File: config.mk
export PLATFORM = sky130hd
export DESIGN_NAME = decrement_instruction_exec
export DESIGN_NICKNAME = d
export VERILOG_FILES = /design/src/rtl/dec_exec_pkg.sv /design/src/rtl/dec_address_gen.sv /design/src/rtl/decrement_instruction_exec.sv
export SDC_FILE = /design/constraint.sdc
export NUM_CORES = 1
export LEC_CHECK = 0
export ABC_AREA = 1
export BUFFER_PORTS_ARGS = -buffer_cell sky130_fd_sc_hd__buf_2
export CAP_MARGIN = 5
export CORE_MARGIN = 2
export CORE_UTILIZATION = 49
export CTS_BUF_LIST = sky130_fd_sc_hd__clkbuf_8 sky130_fd_sc_hd__clkbuf_16
export CTS_CLUSTER_DIAMETER = 200
export DETAILED_ROUTE_END_ITERATION = 8
export GPL_ROUTABILITY_DRIVEN = 0
export PLACE_DENSITY = 0.77
export SLEW_MARGIN = 20
export SYNTH_ARGS = -nofsm -noshare
export SYNTH_HDL_FRONTEND = slang
export SYNTH_HIERARCHICAL = 1
export SYNTH_SLANG_ARGS = --single-unit
File: constraint.sdc
create_clock -name clock -period 2.7 [get_ports clock]
set_clock_uncertainty 0.05 [all_clocks]
set_input_delay 0.27 -clock clock [delete_from_list [all_inputs] [get_ports clock]]
set_output_delay 0.27 -clock clock [all_outputs]
set_load 0.01 [all_outputs]
File: src/rtl/dec_exec_pkg.sv
package dec_exec_pkg;
    // Opcode patterns (top six bits)
    localparam logic [5:0] OPC_DEC = 6'h01;
    localparam logic [5:0] OPC_DEC_SKIP = 6'h0B;
    localparam int OPC_MSB = 15;
    localparam int OPC_LSB = 10;
    localparam int DEST_BIT = 9;
    localparam int ACCESS_BIT = 8;
    // Access bank split and indexed literal offset limit
    localparam logic [7:0] ACCESS_LOW_LIMIT = 8'h5F;
    localparam logic [3:0] ACCESS_HIGH_BANK = 4'hF;
    localparam logic [3:0] ACCESS_LOW_BANK = 4'h0;
    // Status flag positions
    localparam int FLAG_C = 0;
    localparam int FLAG_HALF_CARRY = 1;
    localparam int FLAG_Z = 2;
    localparam int FLAG_SIGNED_WRAP = 3;
    localparam int FLAG_N = 4;
    localparam logic [4:0] STATUS_RESET = 5'h00;
    localparam logic [7:0] WREG_RESET = 8'h00;
    localparam logic [3:0] BANK_RESET = 4'h0;

    typedef enum logic [1:0] {
        PH_Q1 = 2'b00,
        PH_Q2 = 2'b01,
        PH_Q3 = 2'b10,
        PH_Q4 = 2'b11
    } phase_e;

    // Top-nibble prefixes that mark the first word of a two-word instruction (1100 and 1110)
    localparam logic [3:0] OPC_TWO_WORD_A = 4'hC;
    localparam logic [3:0] OPC_TWO_WORD_B = 4'hE;
endpackage : dec_exec_pkg

File: src/rtl/dec_address_gen.sv
`timescale 1ns/1ns
module dec_address_gen (
    // Instruction fields
    input wire logic [7:0] fileAddr,
    input wire logic accessBit,
    input wire logic extendedSet,
    // Banking state
    input wire logic [3:0] bank_select_reg,
    input wire logic [11:0] indexBase,
    // Result
    output logic [11:0] dataAddr,
    output logic indexedMode
);
    import dec_exec_pkg::*;

    wire logic lowAccess;
    wire logic [11:0] accessAddr;
    wire logic [11:0] bankAddr;
    wire logic [11:0] indexAddr;

    assign lowAccess = (fileAddr <= ACCESS_LOW_LIMIT);
    // Access bank: low part of bank 0, upper part maps to the top bank
    assign accessAddr = lowAccess ? {ACCESS_LOW_BANK, fileAddr} : {ACCESS_HIGH_BANK, fileAddr};
    assign bankAddr = {bank_select_reg, fileAddr};
    assign indexAddr = indexBase + {4'h0, fileAddr};
    assign indexedMode = !accessBit && extendedSet && lowAccess;
    assign dataAddr = accessBit ? bankAddr : (indexedMode ? indexAddr : accessAddr);
endmodule : dec_address_gen

File: src/rtl/decrement_instruction_exec.sv
`timescale 1ns/1ns
module decrement_instruction_exec (
    // Clock and reset
    input wire logic clock,
    input wire logic reset_n,
    // Instruction stream
    input wire logic [15:0] instrWord,
    input wire logic instrValid,
    input wire logic extendedSet,
    // Banking state
    input wire logic [3:0] bank_select_reg,
    input wire logic [11:0] indexBase,
    // Data memory
    output logic [11:0] memAddr,
    output logic memRead,
    input wire logic [7:0] memRdata,
    output logic memWrite,
    output logic [7:0] memWdata,
    // Core state
    output logic [7:0] wreg,
    output logic [4:0] status,
    output dec_exec_pkg::phase_e phase,
    output logic busy,
    output logic skipActive,
    output logic indexedMode
);
    import dec_exec_pkg::*;

    phase_e phase_q;
    logic [15:0] instr_q;
    logic active_q;
    logic [7:0] operand_q;
    logic [7:0] result_q;
    logic [4:0] status_q;
    logic [7:0] wreg_q;
    logic [1:0] skipCount_q;
    logic [1:0] skipCount_d;
    logic skipPend_q;
    logic [11:0] addr_q;
    logic memRead_q;
    logic memWrite_q;

    function automatic logic is_two_word(input logic [15:0] w);
        is_two_word = (w[15:12] == OPC_TWO_WORD_A) || (w[15:12] == OPC_TWO_WORD_B);
    endfunction : is_two_word

    // Places each flag at its status position
    function automatic logic [4:0] pack_flags(input logic carry, input logic halfCarry, input logic zero,
        input logic signedWrap, input logic negative);
        pack_flags = STATUS_RESET;
        pack_flags[FLAG_C] = carry;
        pack_flags[FLAG_HALF_CARRY] = halfCarry;
        pack_flags[FLAG_Z] = zero;
        pack_flags[FLAG_SIGNED_WRAP] = signedWrap;
        pack_flags[FLAG_N] = negative;
    endfunction : pack_flags

    wire logic [5:0] opcode;
    wire logic isDec;
    wire logic isDecSkip;
    wire logic [15:0] addrWord;
    wire logic [11:0] dataAddr;
    wire logic [7:0] diff;
    wire logic newCarry;
    wire logic newHalfCarry;
    wire logic newSignedWrap;
    wire logic newZero;
    wire logic newNegative;
    wire logic [4:0] newFlags;
    wire logic take;
    wire logic skipping;
    wire logic execRead;
    wire logic execCompute;
    wire logic lastPhase;
    wire logic skipLoad;
    wire logic skipStep;
    wire logic [1:0] flushCycles;

    // Instruction decode
    assign opcode = instrWord[OPC_MSB:OPC_LSB];
    assign isDec = instr_q[OPC_MSB:OPC_LSB] == OPC_DEC;
    assign isDecSkip = instr_q[OPC_MSB:OPC_LSB] == OPC_DEC_SKIP;
    assign skipping = skipCount_q != 2'd0;
    // Accept a new word at Q1 unless a skip is flushing
    assign take = (phase_q == PH_Q1) && instrValid && !skipping
        && ((opcode == OPC_DEC) || (opcode == OPC_DEC_SKIP));

    // Phase qualifiers of the executing instruction
    assign execRead = active_q && (phase_q == PH_Q2);
    assign execCompute = active_q && (phase_q == PH_Q3);
    assign lastPhase = phase_q == PH_Q4;

    // Address comes from the word being taken, so it stands for the whole read phase
    assign addrWord = take ? instrWord : instr_q;

    dec_address_gen addrGen (
        .fileAddr(addrWord[7:0]),
        .accessBit(addrWord[ACCESS_BIT]),
        .extendedSet(extendedSet),
        .bank_select_reg(bank_select_reg),
        .indexBase(indexBase),
        .dataAddr(dataAddr),
        .indexedMode(indexedMode)
    );

    // Subtract one; carry and half carry mean no borrow out of bit 7 and bit 3
    assign diff = operand_q - 8'h01;
    assign newCarry = operand_q != 8'h00;
    assign newHalfCarry = operand_q[3:0] != 4'h0;
    assign newSignedWrap = operand_q == 8'h80;
    assign newZero = diff == 8'h00;
    assign newNegative = diff[7];
    assign newFlags = pack_flags(newCarry, newHalfCarry, newZero, newSignedWrap, newNegative);

    // A taken skip flushes one cycle, two when the discarded word is a two-word instruction
    assign skipLoad = lastPhase && skipPend_q;
    assign skipStep = lastPhase && skipping;
    assign flushCycles = (instrValid && is_two_word(instrWord)) ? 2'd2 : 2'd1;

    always_comb begin
        skipCount_d = skipCount_q;
        if (skipLoad) begin
            skipCount_d = flushCycles;
        end else if (skipStep) begin
            skipCount_d = skipCount_q - 2'd1;
        end
    end

    always_ff @(posedge clock or negedge reset_n) begin
        if (!reset_n) begin
            phase_q <= PH_Q1;
        end else begin
            phase_q <= phase_e'(phase_q + 2'b01);
        end
    end

    always_ff @(posedge clock or negedge reset_n) begin
        if (!reset_n) begin
            instr_q <= 16'h0000;
            active_q <= 1'b0;
        end else if (take) begin
            instr_q <= instrWord;
            active_q <= 1'b1;
        end else if (lastPhase) begin
            active_q <= 1'b0;
        end
    end

    // Read strobe launches on the taking edge and stands for Q2 only
    always_ff @(posedge clock or negedge reset_n) begin
        if (!reset_n) begin
            memRead_q <= 1'b0;
        end else begin
            memRead_q <= take;
        end
    end

    always_ff @(posedge clock or negedge reset_n) begin
        if (!reset_n) begin
            addr_q <= 12'h000;
        end else if (take) begin
            addr_q <= dataAddr;
        end
    end

    // Operand is sampled as Q2 ends
    always_ff @(posedge clock or negedge reset_n) begin
        if (!reset_n) begin
            operand_q <= 8'h00;
        end else if (execRead) begin
            operand_q <= memRdata;
        end
    end

    // Result doubles as the write data for the file register
    always_ff @(posedge clock or negedge reset_n) begin
        if (!reset_n) begin
            result_q <= 8'h00;
        end else if (execCompute) begin
            result_q <= diff;
        end
    end

    // Only the plain decrement touches the flags
    always_ff @(posedge clock or negedge reset_n) begin
        if (!reset_n) begin
            status_q <= STATUS_RESET;
        end else if (execCompute && isDec) begin
            status_q <= newFlags;
        end
    end

    always_ff @(posedge clock or negedge reset_n) begin
        if (!reset_n) begin
            skipPend_q <= 1'b0;
        end else if (execCompute) begin
            skipPend_q <= isDecSkip && newZero;
        end else if (lastPhase) begin
            skipPend_q <= 1'b0;
        end
    end

    always_ff @(posedge clock or negedge reset_n) begin
        if (!reset_n) begin
            skipCount_q <= 2'd0;
        end else begin
            skipCount_q <= skipCount_d;
        end
    end

    always_ff @(posedge clock or negedge reset_n) begin
        if (!reset_n) begin
            memWrite_q <= 1'b0;
        end else begin
            memWrite_q <= execCompute && instr_q[DEST_BIT];
        end
    end

    always_ff @(posedge clock or negedge reset_n) begin
        if (!reset_n) begin
            wreg_q <= WREG_RESET;
        end else if (execCompute && !instr_q[DEST_BIT]) begin
            wreg_q <= diff;
        end
    end

    assign memAddr = addr_q;
    assign memRead = memRead_q;
    assign memWrite = memWrite_q;
    assign memWdata = result_q;
    assign wreg = wreg_q;
    assign status = status_q;
    assign phase = phase_q;
    assign busy = active_q;
    assign skipActive = skipping;
endmodule : decrement_instruction_exec

-- Word-level counts from Yosys, hierarchy flattened
Cells that the tools add are included.
- add/subtract/negate cells: 4
- order comparisons: 1
- equal/unequal tests: 10
- multiplexer cells: 10
- reductions and logical operators: 27
- operator list (operator ; number):
    $mux 12 ; 3
    $logic_and 1x1->1 ; 14
    $add 12x8->12 ; 1
    $eq 6x1->1 const B ; 2
    $eq 6x4->1 const B ; 2
    $mux 9 ; 1
    $eq 4x4->1 const B ; 2
    $eq 8x8->1 const B ; 1
    $le 8x7->1 const B ; 1
    $logic_not 8->1 ; 1
    $reduce_bool 2->1 ; 4
    $reduce_bool 8->1 ; 1
    $sub 8x1->8 const B ; 1
    $mux 2 ; 3
    $eq 2x2->1 const B ; 2
    $reduce_bool 4->1 ; 1
    $logic_not 1->1 ; 3
    $mux 1 ; 3
    $add 2x1->2 const B ; 1
    $eq 2x1->1 const B ; 1
    $logic_not 2->1 ; 1
    $logic_or 1x1->1 ; 2
    $sub 2x1->2 const B ; 1
- register bits after elaboration: 65
- bits of input ports: 44
- output and inout bits: 40
- word-level logic and storage cells: 65

-- Depth between registers and ports, before layout
Gate-level depths: netlist of the first run.
- word-level depth: 10
- gate-level depth with buffers: 22
- depth with buffers taken out: 21

-- Cells and area by module
Netlist of the first run, hierarchy kept.
- modules (own cells, without submodules) (module ; times used ; cells an instance ; area an instance (um^2) ; seq. area each (um^2)):
    decrement_instruction_exec ; 1 ; 304 ; 2783.9 ; 1626.6
    dec_address_gen ; 1 ; 140 ; 715.7 ; 0.0

-- Worst setup path after synthesis of the first run
Ideal clock, no wire load.
- path kind: reg-to-reg
- start point: register phase_q[0], in the netlist phase[0]
- end point: register addr_q[8], in the netlist memAddr[8]
- library setup time: 0.116 ns
- arrival time: 2.605 ns
- data required time: 2.534 ns
- setup slack: -0.072 ns
- cell stages (with the launch flop): 23
- buffers on the path: 1
- period minus slack after synthesis: 2.772 ns
- cells stage by stage: dfrtp_1 -> inv_1 -> ha_1 -> nand2_1 -> nor2_1 -> nand3_2 -> inv_4 -> buf_6 -> nand2_1 -> nand2_1 -> ha_1 -> inv_1 -> fa_1 -> inv_1 -> nand3_1 -> nand3_1 -> nand2_1 -> nand2_1 -> nand2_1 -> nand2_1 -> o21ai_0 -> nand2_1 -> nand2_1
- elaborated cells on any way between the ends: 13
- those cells by class: 1 x add/sub; 1 x order compare; 4 x mux; 7 x reduce/logical
- RTL lines (what ; RTL line ; text):
    start: declaration ; decrement_instruction_exec.sv:29 ; phase_e phase_q;
    start signal: assignment ; decrement_instruction_exec.sv:133 ; phase_q <= phase_e'(phase_q + 2'b01);
    $logic_not 2->1 * ; decrement_instruction_exec.sv:85 ; assign take = (phase_q == PH_Q1) && instrValid && !skipping
    $logic_and 1x1->1 * (2 in series) ; decrement_instruction_exec.sv:85 ;
    $logic_and 1x1->1 * ; decrement_instruction_exec.sv:86 ; && ((opcode == OPC_DEC) || (opcode == OPC_DEC_SKIP));
    named net take ; decrement_instruction_exec.sv:70 ; wire logic take;
    $mux 9 * ; n/a ;
    named net addrWord[0] ; decrement_instruction_exec.sv:61 ; wire logic [15:0] addrWord;
    $le 8x7->1 ; dec_address_gen.sv:21 ; assign lowAccess = (fileAddr <= ACCESS_LOW_LIMIT);
    $mux 12 or $logic_and 1x1->1 (tied branches) ; dec_address_gen.sv:23, dec_address_gen.sv:26 ;
    $mux 12 * (2 in series) ; dec_address_gen.sv:27 ; assign dataAddr = accessBit ? bankAddr : (indexedMode ? indexAddr : accessAddr);
    named net dataAddr[8] ; decrement_instruction_exec.sv:62 ; wire logic [11:0] dataAddr;
    end signal: assignment ; decrement_instruction_exec.sv:162 ; addr_q <= dataAddr;
    end: declaration ; decrement_instruction_exec.sv:39 ; logic [11:0] addr_q;
Mark *: on every way through the listed nets, which the timed path passes. The rest lies on a longest branch.
A chain may end at the register's enable or synchronous reset.

-- Worst setup path in the final report of the first run
- start point: register phase_q[0], in the netlist phase[0]
- end point: register addr_q[4], in the netlist memAddr[4]
- elaborated cells on any way between the ends: 13
- those cells by class: 1 x add/sub; 1 x order compare; 4 x mux; 7 x reduce/logical
- RTL lines (what ; RTL line):
    $logic_not 2->1 * ; decrement_instruction_exec.sv:85
    $logic_and 1x1->1 * (2 in series) ; decrement_instruction_exec.sv:85
    $logic_and 1x1->1 * ; decrement_instruction_exec.sv:86
    $mux 9 * ; n/a
    named net addrWord[0] ; decrement_instruction_exec.sv:61
    branches (longest 2 deep; another with $add 12x8->12) ; n/a
    $mux 12 * (2 in series) ; dec_address_gen.sv:27
    named net dataAddr[4] ; decrement_instruction_exec.sv:62
Mark *: on every way through the listed nets, which the timed path passes.

==> results of run 1 <==
-- cells by family (layout without fill, tap and decap cells) --
family | after synthesis | count (layout) | synth area share
simple gates | 252 | 252 | 0.304
mux | 2 | 2 | 0.00644
buf+inv | 55 | 166 | 0.0676
fa+ha+maj | 17 | 17 | 0.0629
flops | 65 | 65 | 0.465
compound gates | 48 | 48 | 0.0815
xor+xnor | 5 | 5 | 0.0125
-- worst max path at each step --
stage / from / end / slack [ps] / cells after the start
floorplan: phase[0] / memAddr[8] / 40 / 22
global placement: skipCount_q[0] / memAddr[9] / 110 / 18
detailed placement: skipCount_q[0] / memAddr[9] / -20 / 18
CTS: phase[0] / memAddr[8] / 20 / 21
global route: phase[0] / memAddr[4] / -50 / 19
finish: phase[0] / memAddr[4] / 100 / 19
-- critical path: cells and delay by family (launching register included) --
kind                     cells  cell delay, ps
AO/OA/AOI/OAI                1              70
XOR/XNOR                     1             170
adder cells (fa/ha/maj)      3             530
buffers and inverters        5             530
flip-flops                   1             390
AND/OR/NAND/NOR              9             750
-- per-layer routing --
layer	track usage	routed length [um]
met4	0.0895	153
met1	0.273	3610
met5	0	0
met2	0.409	4510
met3	0.0373	386
-- synth_stat cells (all sizes together), types with 2 or more instances --
| library cell | n | area share |
|---|---|---|
| nand2 | 168 | 0.18 |
| dfrtp | 65 | 0.46 |
| nor2 | 47 | 0.058 |
| inv | 46 | 0.050 |
| nand3 | 24 | 0.036 |
| o21ai | 18 | 0.032 |
| a21oi | 17 | 0.024 |
| ha | 16 | 0.057 |
| a31oi | 9 | 0.016 |
| nand4 | 7 | 0.013 |
| buf | 6 | 0.014 |
| nor3 | 3 | 0.0089 |
| xnor2 | 3 | 0.0075 |
| clkbuf | 2 | 0.0021 |
| mux2 | 2 | 0.0064 |
| xor2 | 2 | 0.0050 |
-- where the power goes --
group          total (mW)  switching (mW)  internal, mW
clock               0.887           0.386         0.501
sequential           1.07          0.0402          1.03
combinational       0.411           0.246         0.166
-- through the flow --
stage	std cells	worst slack, ps
after floorplan	444	36.3
after global placement	624	109
after detailed placement	624	-16.1
after CTS	644	15.0
after global routing	651	-46.3
final	651	105
-- cell usage in the layout, fill, tap and decap left out, types with 2 or more instances in the layout --
| cell type | n |
|---|---|
| nand3_1 | 21 |
| buf_4 | 16 |
| buf_6 | 2 |
| o21ai_2 | 3 |
| nor2_2 | 4 |
| clkbuf_8 | 12 |
| nor2_4 | 4 |
| ha_1 | 8 |
| buf_2 | 83 |
| dfrtp_1 | 65 |
| inv_1 | 39 |
| nor2_1 | 39 |
| ha_4 | 7 |
| nand3_2 | 2 |
| a31oi_1 | 9 |
| nand4_1 | 7 |
| inv_2 | 6 |
| a21oi_1 | 16 |
| nand2_1 | 153 |
| mux2_2 | 2 |
| nand2_2 | 15 |
| o21ai_0 | 8 |
| clkinv_2 | 2 |
| clkinvlp_4 | 2 |
| xor2_1 | 2 |
| xnor2_1 | 2 |
| o21ai_1 | 6 |
-- layout make-up --
type	count	area (um^2)
well taps	96	120
clock inverters	4	50.0
flip-flops and latches	65	1630
inverters	47	180
clock buffers	12	165
repair buffers	103	611
fillers	580	2320
multi-input cells	324	1800
-- sequential cells by signal, summed over array words and instances, names as in the netlist --
signal	flops
memRead	1
memWdata	8
skipPend_q	1
memWrite	1
instr_q	16
wreg	8
status	5
skipCount_q	2
memAddr	12
busy	1
operand_q	8
phase	2
-- repair_timing --
item / in CTS / in global routing
pin swaps: 1 / 5
setup endpoints to repair: 6 / 10
gates resized for setup: 2 / 37
cloned: 1 / 0
hold endpoints to repair: 0 / 0
setup buffers: 3 / 7
==> impl_metrics.toml, run 1 <==
[worst_setup_path]
r2r-start = "phase[0]"
path_common_cell = "nand2_1"
critPathArrivalTime_ps = 2780
reg2reg_slack_ps = 100
critPathMaxFanout = 11
setup.worst_path.start_class = "flop"
worstPathRequired_ps = 2880
slowest_delay_ps = 390
rr_endpoint = "memAddr[4]"
crit_slowest_cell = "dfrtp_1"
critPathKind = "flop to flop"
cp-end-kind = "flop"
cp_cell_sequence = "inv_2 -> ha_4 -> nand2_2 -> nor2_4 -> nand3_4 -> buf_12 -> nand2_1 -> nand2_2 -> ha_4 -> inv_1 -> fa_2 -> inv_2 -> nand3_1 -> nand3_2 -> buf_4 -> xnor2_2 -> o21ai_2 -> nand2_1 -> nand2_1"
reg2reg_depth = 19

[die]
rows = 30
die_area_um2 = 7830
start_util = 0.509
core_area_um2 = 6870
die_w_um = 88.5
die_h_um = 88.5
io_pins = 84

[timing]
hold_viol_final = 0
period_share = 0.961
holdWs_ps = 54.1
slew_viol_final = 0
setup_tns_ps = 0
max_freq_mhz = 385
min_period_ps = 2600
finalSetupViolations = 0
relSlewSlack = 0.457
worstMarginPinSlew_ps = 814

[clock_tree]
root_buffer = "clkbuf_8"
cts_tree = "yes"
clock_latency_ps = 340
cts_hold_buf = 0
numCtsBuffers = 9
cts_htree_levels = 3
cts.sinks = 65
clockBufferDepth = 2
path_clk_slew_ps = 80

[logic_synthesis]
synthFlopType = "dfrtp_1"
mappedNetlistArea_um2 = 3500
yosysSeqAreaShare = 0.465
async_reset_ff_frac = 1.00
yosysUniqueCellTypes = 37
syn_inst = 444
ys_ff_latch = 65
synth-edff-count = 0
ys_warn_count = 6
avgSynthCellArea_um2 = 7.88
syn_nets = 505

[grt]
grt_pass1_wl_um = 13900
grtUsageTotal = 0.228
grt.overflow.total = 0
grt_max_degree = 66
grt_antenna_before_repair = 0
grt_pass1_vias = 3144

[cells_and_area]
final_util = 0.662
antennaDiodeCount = 0
area_delta_synth_final_pct = 30.0
fin_nets = 611
drive_above_1_share = 0.312
final_area_um2 = 4550

[power_and_ir_drop]
irDropWorstVdd_mv = 0.289
powerDensity_nw_per_um2 = 520
p_leak_nw = 2.53
finalPower_mw = 2.37

[drt]
drc = 0
vias = 3265
ant_nets = 0
drt_iter0_drc = 149
avgViaCountPerCell = 5.02
drtPass1Iterations = 4
wl_per_cell_um = 13.3
wl_um = 8670

[worst_hold_path]
hold_class = "primary input to async pin"

[place]
io_buffers = 83
dp_hpwl_um = 6140
placed_area_um2 = 4070

[status]
status = "finished, final reports clean"

[run]
cap_violations = 0
No activity file was read; power rests on OpenSTA's default activity.
==> inputs of run 2 (changes only) <==
--- a/config.mk
+++ b/config.mk
@@ -9,12 +9,12 @@
 export BUFFER_PORTS_ARGS = -buffer_cell sky130_fd_sc_hd__buf_2
 export CAP_MARGIN = 5
 export CORE_MARGIN = 2
-export CORE_UTILIZATION = 49
+export CORE_UTILIZATION = 54
 export CTS_BUF_LIST = sky130_fd_sc_hd__clkbuf_8 sky130_fd_sc_hd__clkbuf_16
 export CTS_CLUSTER_DIAMETER = 200
 export DETAILED_ROUTE_END_ITERATION = 8
 export GPL_ROUTABILITY_DRIVEN = 0
-export PLACE_DENSITY = 0.77
+export PLACE_DENSITY = 0.8
 export SLEW_MARGIN = 20
 export SYNTH_ARGS = -nofsm -noshare
 export SYNTH_HDL_FRONTEND = slang
==> constraint.sdc (replaced) <==
create_clock -name clock -period 2.6 [get_ports clock]
set_clock_uncertainty 0.05 [all_clocks]
set_input_delay 0.26 -clock clock [delete_from_list [all_inputs] [get_ports clock]]
set_output_delay 0.26 -clock clock [all_outputs]
set_load 0.01 [all_outputs]
==> impl_metrics.toml, run 2 (same netlist as run 1, synthesis figures left out) <==
[worst_setup_path]
reg2reg_slack_ps = -20
critPathKind = "flop to flop"
reg2reg_depth = 19
cp-end-kind = "flop"
critPathArrivalTime_ps = 2850
setup.worst_path.start_class = "flop"
critPathMaxFanout = 6
r2r-start = "phase[1]"
worstPathRequired_ps = 2830
rr_endpoint = "memAddr[5]"

[clock_tree]
root_buffer = "clkbuf_8"
path_clk_slew_ps = 70
cts_htree_levels = 3
cts_tree = "yes"
cts.sinks = 65
clockBufferDepth = 2
clock_latency_ps = 340
numCtsBuffers = 9

[timing]
rsz0062_at_grt = "true"
relSlewSlack = 0.488
layout_setup_ws_ps = -21.1
max_freq_mhz = 382
min_period_ps = 2620
hold_viol_final = 0
finalSetupViolations = 1
setup_tns_ps = -21.1
holdWs_ps = 100
slew_viol_final = 0
worstMarginPinSlew_ps = 768
period_share = 1.01

[cells_and_area]
drive_above_1_share = 0.361
final_area_um2 = 4730
fillers = 449
final_common_cell = "nand2_1"
area_delta_synth_final_pct = 35.2
regMostFlops = "instr_q"
layout_common_cells = "nand2_1 (142), buf_2 (82), dfrtp_1 (65), nor2_1 (40), inv_1 (38)"
multi_input_area_um2 = 1880
fin_nets = 630
antennaDiodeCount = 0
final_util = 0.750
largest_reg_flops = 16
regArea_um2 = 1630

[drt]
wl_um = 9060
wl_per_cell_um = 13.9
drc = 0
drtPass1Iterations = 5
vias = 3413
drt_iter0_drc = 153
ant_nets = 0
avgViaCountPerCell = 5.24

[status]
status = "complete, but fails checks"
violations = "negative setup slack"

[grt]
grt_antenna_before_repair = 0
grt_pass1_vias = 3109
grtUsageTotal = 0.240
grt_pass1_wl_um = 13800
grt.overflow.total = 0
grt_max_degree = 35

[place]
io_buffers = 83
dp_hpwl_um = 6160
placed_area_um2 = 4090

[power_and_ir_drop]
finalPower_mw = 2.47
irDropWorstVdd_mv = 0.418
powerDensity_nw_per_um2 = 522
p_leak_nw = 2.62

[die]
core_area_um2 = 6310
die_area_um2 = 7140
io_pins = 84
die_w_um = 84.5
rows = 29
die_h_um = 84.5
start_util = 0.554

[worst_hold_path]
hold_end = "instr_q[11]"
holdPathStages = 3
hp-start = "instrWord[11]"
hold_class = "primary input to flop"

[run]
cap_violations = 0
==> run 2: cell types whose count changed in the layout (fill, tap and decap cells not counted), moves of 2 or more <==
cell     previous run  this run
ha_1                8         6
buf_4              16        32
nand2_1           153       142
buf_6               2         5
nand2_4             0         4
nand3_1            21        19
nand2_2            15        22
==> run 2: worst max path at each step <==
stage | from | end | cells after the start
finish | phase[1] | memAddr[5] | 19
floorplan | phase[0] | memAddr[8] | 22
global route | phase[0] | memAddr[6] | 20
CTS | skipCount_q[0] | memAddr[8] | 21
global placement | skipCount_q[0] | memAddr[7] | 17
detailed placement | skipCount_q[0] | memAddr[7] | 17
==> run 2: layout make-up <==
class | count | area share
timing repair inverter | 1 | 0.00159
tap | 77 | 0.0204
timing repair buffer | 121 | 0.156
clock buffer | 11 | 0.0320
clock inverter | 5 | 0.0116
inverter | 47 | 0.0386
multi-input combinational | 324 | 0.396
sequential | 65 | 0.344
==> run 2: timing repair <==
item | in CTS | in global routing
endpoints found under the hold margin | 32 | 0
pin swaps | 2 | 17
cloned | 1 | 0
resized for setup | 13 | 49
buffers inserted | 11 | 12
endpoints found under the setup margin | 9 | 12
hold buffers | 1 | 0
==> run 2: per-stage QoR <==
step | worst slack (ps) | std cells
floorplan | -46.1 | 444
global placement | -9.71 | 610
detailed placement | -94.8 | 610
CTS | 8.47 | 639
global route | -132 | 651
finish | -21.1 | 651
==> run 2: per-layer routing <==
layer | vias up | routed length, um | track usage
met3 | 18 | 518 | 0.0580
met2 | 124 | 4740 | 0.419
met5 | - | 0 | 0
met4 | 0 | 133 | 0.0606
li1 | 1664 | - | -
met1 | 1607 | 3670 | 0.300
==> run 2: power breakdown <==
part	internal [mW]	switching [mW]
logic	0.203	0.272
registers	1.07	0.0413
clock network	0.492	0.392
==> run 2: critical path, cell delays in order (launching register included) <==
cell and delay, ps:
dfrtp_1 390, inv_2 70, ha_2 170, nand2_2 80, nor2_4 100, nand3_4 120
buf_4 170, clkinvlp_4 90, nand2_1 70, nand2_2 90, ha_4 230, nand2_1 110
nand3_2 130, nand2_1 90, nand2_1 70, xor2_1 190, nand2_1 120, nand2_1 80
nand2_1 60, nand2_1 60
==> inputs of run 3 (changes only) <==
--- a/config.mk
+++ b/config.mk
@@ -18,5 +18,4 @@
 export SLEW_MARGIN = 20
 export SYNTH_ARGS = -nofsm -noshare
 export SYNTH_HDL_FRONTEND = slang
-export SYNTH_HIERARCHICAL = 1
 export SYNTH_SLANG_ARGS = --single-unit
==> impl_metrics.toml, run 3 <==
[cells_and_area]
antennaDiodeCount = 0
fin_nets = 629
area_delta_synth_final_pct = 35.9
drive_above_1_share = 0.393
multi_input_area_um2 = 1940
regArea_um2 = 1630
layout_common_cells = "nand2_1 (107), buf_2 (83), dfrtp_1 (65), inv_1 (51), buf_4 (40)"
fillers = 438
final_area_um2 = 4870
regMostFlops = "instr_q"
final_common_cell = "nand2_1"
largest_reg_flops = 16

[power_and_ir_drop]
power_frac_clock = 0.367
irDropWorstVdd_mv = 0.473
p_seq_frac = 0.440
pwr-share-comb = 0.193
swShare = 0.298
p_leak_nw = 2.77
powerDensity_nw_per_um2 = 509
intPower_mw = 1.74
switching_power_uw = 740

[drt]
ant_nets = 0
vias = 3434
drtPass1Iterations = 5
drc = 0
avgViaCountPerCell = 5.29
wl_per_cell_um = 15.6
wl_um = 10100
drt_iter0_drc = 175

[clock_tree]
numCtsBuffers = 9
cts_hold_buf = 0
clock_latency_ps = 350
cts.sinks = 65
clockBufferDepth = 2
cts_htree_levels = 3
path_clk_slew_ps = 80
root_buffer = "clkbuf_8"
cts_tree = "yes"

[timing]
period_share = 1.03
slew_viol_final = 0
rsz0062_at_grt = "true"
max_freq_mhz = 375
hold_viol_final = 0
finalSetupViolations = 5
min_period_ps = 2670
layout_setup_ws_ps = -67.4
setup_tns_ps = -187
relSlewSlack = 0.457
worstMarginPinSlew_ps = 815

[place]
placed_area_um2 = 4310
dp_hpwl_um = 6520
io_buffers = 83

[grt]
grt_pass1_vias = 3302
met3_usage = 0.0452
grt.busiest_layer = "met2"
grt_use_met2 = 0.457
grtUsageTotal = 0.262
grt_max_degree = 66
grt_antenna_before_repair = 0
grt_pass1_wl_um = 15100
grt_use_met1 = 0.318
grt.overflow.total = 0

[die]
die_area_um2 = 7310
core_area_um2 = 6390
die_w_um = 85.5
rows = 29
start_util = 0.562
die_h_um = 85.5
io_pins = 84

[logic_synthesis]
synthTopCellsByCount = "nand2_1 (114), dfrtp_1 (65), inv_1 (61)"
async_reset_ff_frac = 1.00
synthFlopType = "dfrtp_1"
syn_nets = 498
yosysTopAreaCell = "dfrtp_1"
yosysTopAreaCellShare = 0.454
yosys-top-cells-area = "dfrtp_1 (45%), nand2_1 (12%), inv_1 (6.4%), ha_1 (5.9%), nor2_1 (3.9%)"
yosysSeqAreaShare = 0.454
synthMostInstantiatedCell = "nand2_1"
avgSynthCellArea_um2 = 8.22
yosysUniqueCellTypes = 33
mappedNetlistArea_um2 = 3590
ys_warn_count = 0
synth-edff-count = 0
ys_ff_latch = 65
syn_inst = 436

[status]
status = "complete, but fails checks"
violations = "negative setup slack"

[worst_setup_path]
critPathKind = "flop to flop"
critPathArrivalTime_ps = 2870
critPathMaxFanout = 7
worstPathRequired_ps = 2800
cp-end-kind = "flop"
setup.worst_path.start_class = "flop"
reg2reg_slack_ps = -70

[worst_hold_path]
hold_class = "primary input to async pin"

[run]
cap_violations = 0
[run 3: cell count changes after synthesis, moves of 7 or more]
cell / previous run / this run
a31oi_1: 9 / 0
inv_1: 44 / 61
nand2_1: 164 / 114
nand4_1: 7 / 16
o21ai_0: 10 / 17
or2_2: 1 / 10
[run 3: logic make-up (layout without fill, tap and decap cells)]
family	after synthesis	in the layout	share of synthesized area
compound gates	40	40	0.0618
xor+xnor	12	12	0.0293
fa+ha+maj	18	18	0.0649
buf+inv	72	208	0.0785
flops	65	65	0.454
mux	7	7	0.0220
simple gates	222	222	0.290
[run 3: metal layers]
layer	part of all wire	up-vias
li1	-	1645
met3	0.050	28
met4	0.032	0
met1	0.39	1626
met5	0	-
met2	0.53	135
[run 3: stage by stage]
step	cells	setup slack (ps)	util	total power, mW	hold slack, ps
floorplan	436	-49.3	-	1.34	-85.6
global placement	616	-71.7	0.675	1.49	400
detailed placement	616	-173	0.675	1.50	405
CTS	640	-14.9	0.729	2.41	66.8
global route	649	-217	0.763	2.58	93.7
finish	649	-67.4	0.763	2.48	30.7
[run 3: repair_timing]
action | CTS | global route
setup buffers | 7 | 9
gates resized for setup | 13 | 37
setup endpoints to repair | 11 | 11
gates cloned | 1 | 0
pin swaps | 8 | 19
[run 3: final cells by class]
cell class	instances	share of cell area
Multi-Input combinational cell	299	0.397
Timing Repair inverter	1	0.00154
Timing Repair Buffer	126	0.156
Sequential cell	65	0.334
Tap cell	77	0.0198
Clock buffer	10	0.0282
Clock inverter	6	0.0136
Inverter	65	0.0506
[run 3: worst max-delay path: stages, from the launching register on]
cell and delay (ps):
dfrtp_1 370, inv_2 60, ha_4 160, nand2_4 60, nor2_4 40, nand3_4 140, inv_4 60, or2_4 250
o21ai_4 70, inv_2 80, ha_4 170, fa_2 340, nand3_2 120, nand3_4 110, nand3_4 90, nand2_4 70
nand2_1 60, nand2_1 50, nand2_1 60, nor2_2 40, nor2_1 90, nor2_1 40
[run 3: power groups by stage]
stage	Combinational (mW)	Sequential [mW]	Clock, mW
after detailed placement	0.394	1.11	0
after global placement	0.383	1.11	0
after global routing	0.526	1.10	0.955
after floorplan	0.219	1.12	0
after CTS	0.419	1.09	0.897
final	0.480	1.09	0.910
[run 3: worst paths after layout]
path,start,cells after the start,end
worst max-delay path,phase[1],21,memAddr[10]
min in group clock,instrWord[9],3,instr_q[9]
worst min-delay path,reset_n,2,phase[0]
worst max register to register,phase[1],21,memAddr[10]
max in group asynchronous,reset_n,2,instr_q[11]
worst min register to register,instr_q[15],2,instr_q[15]
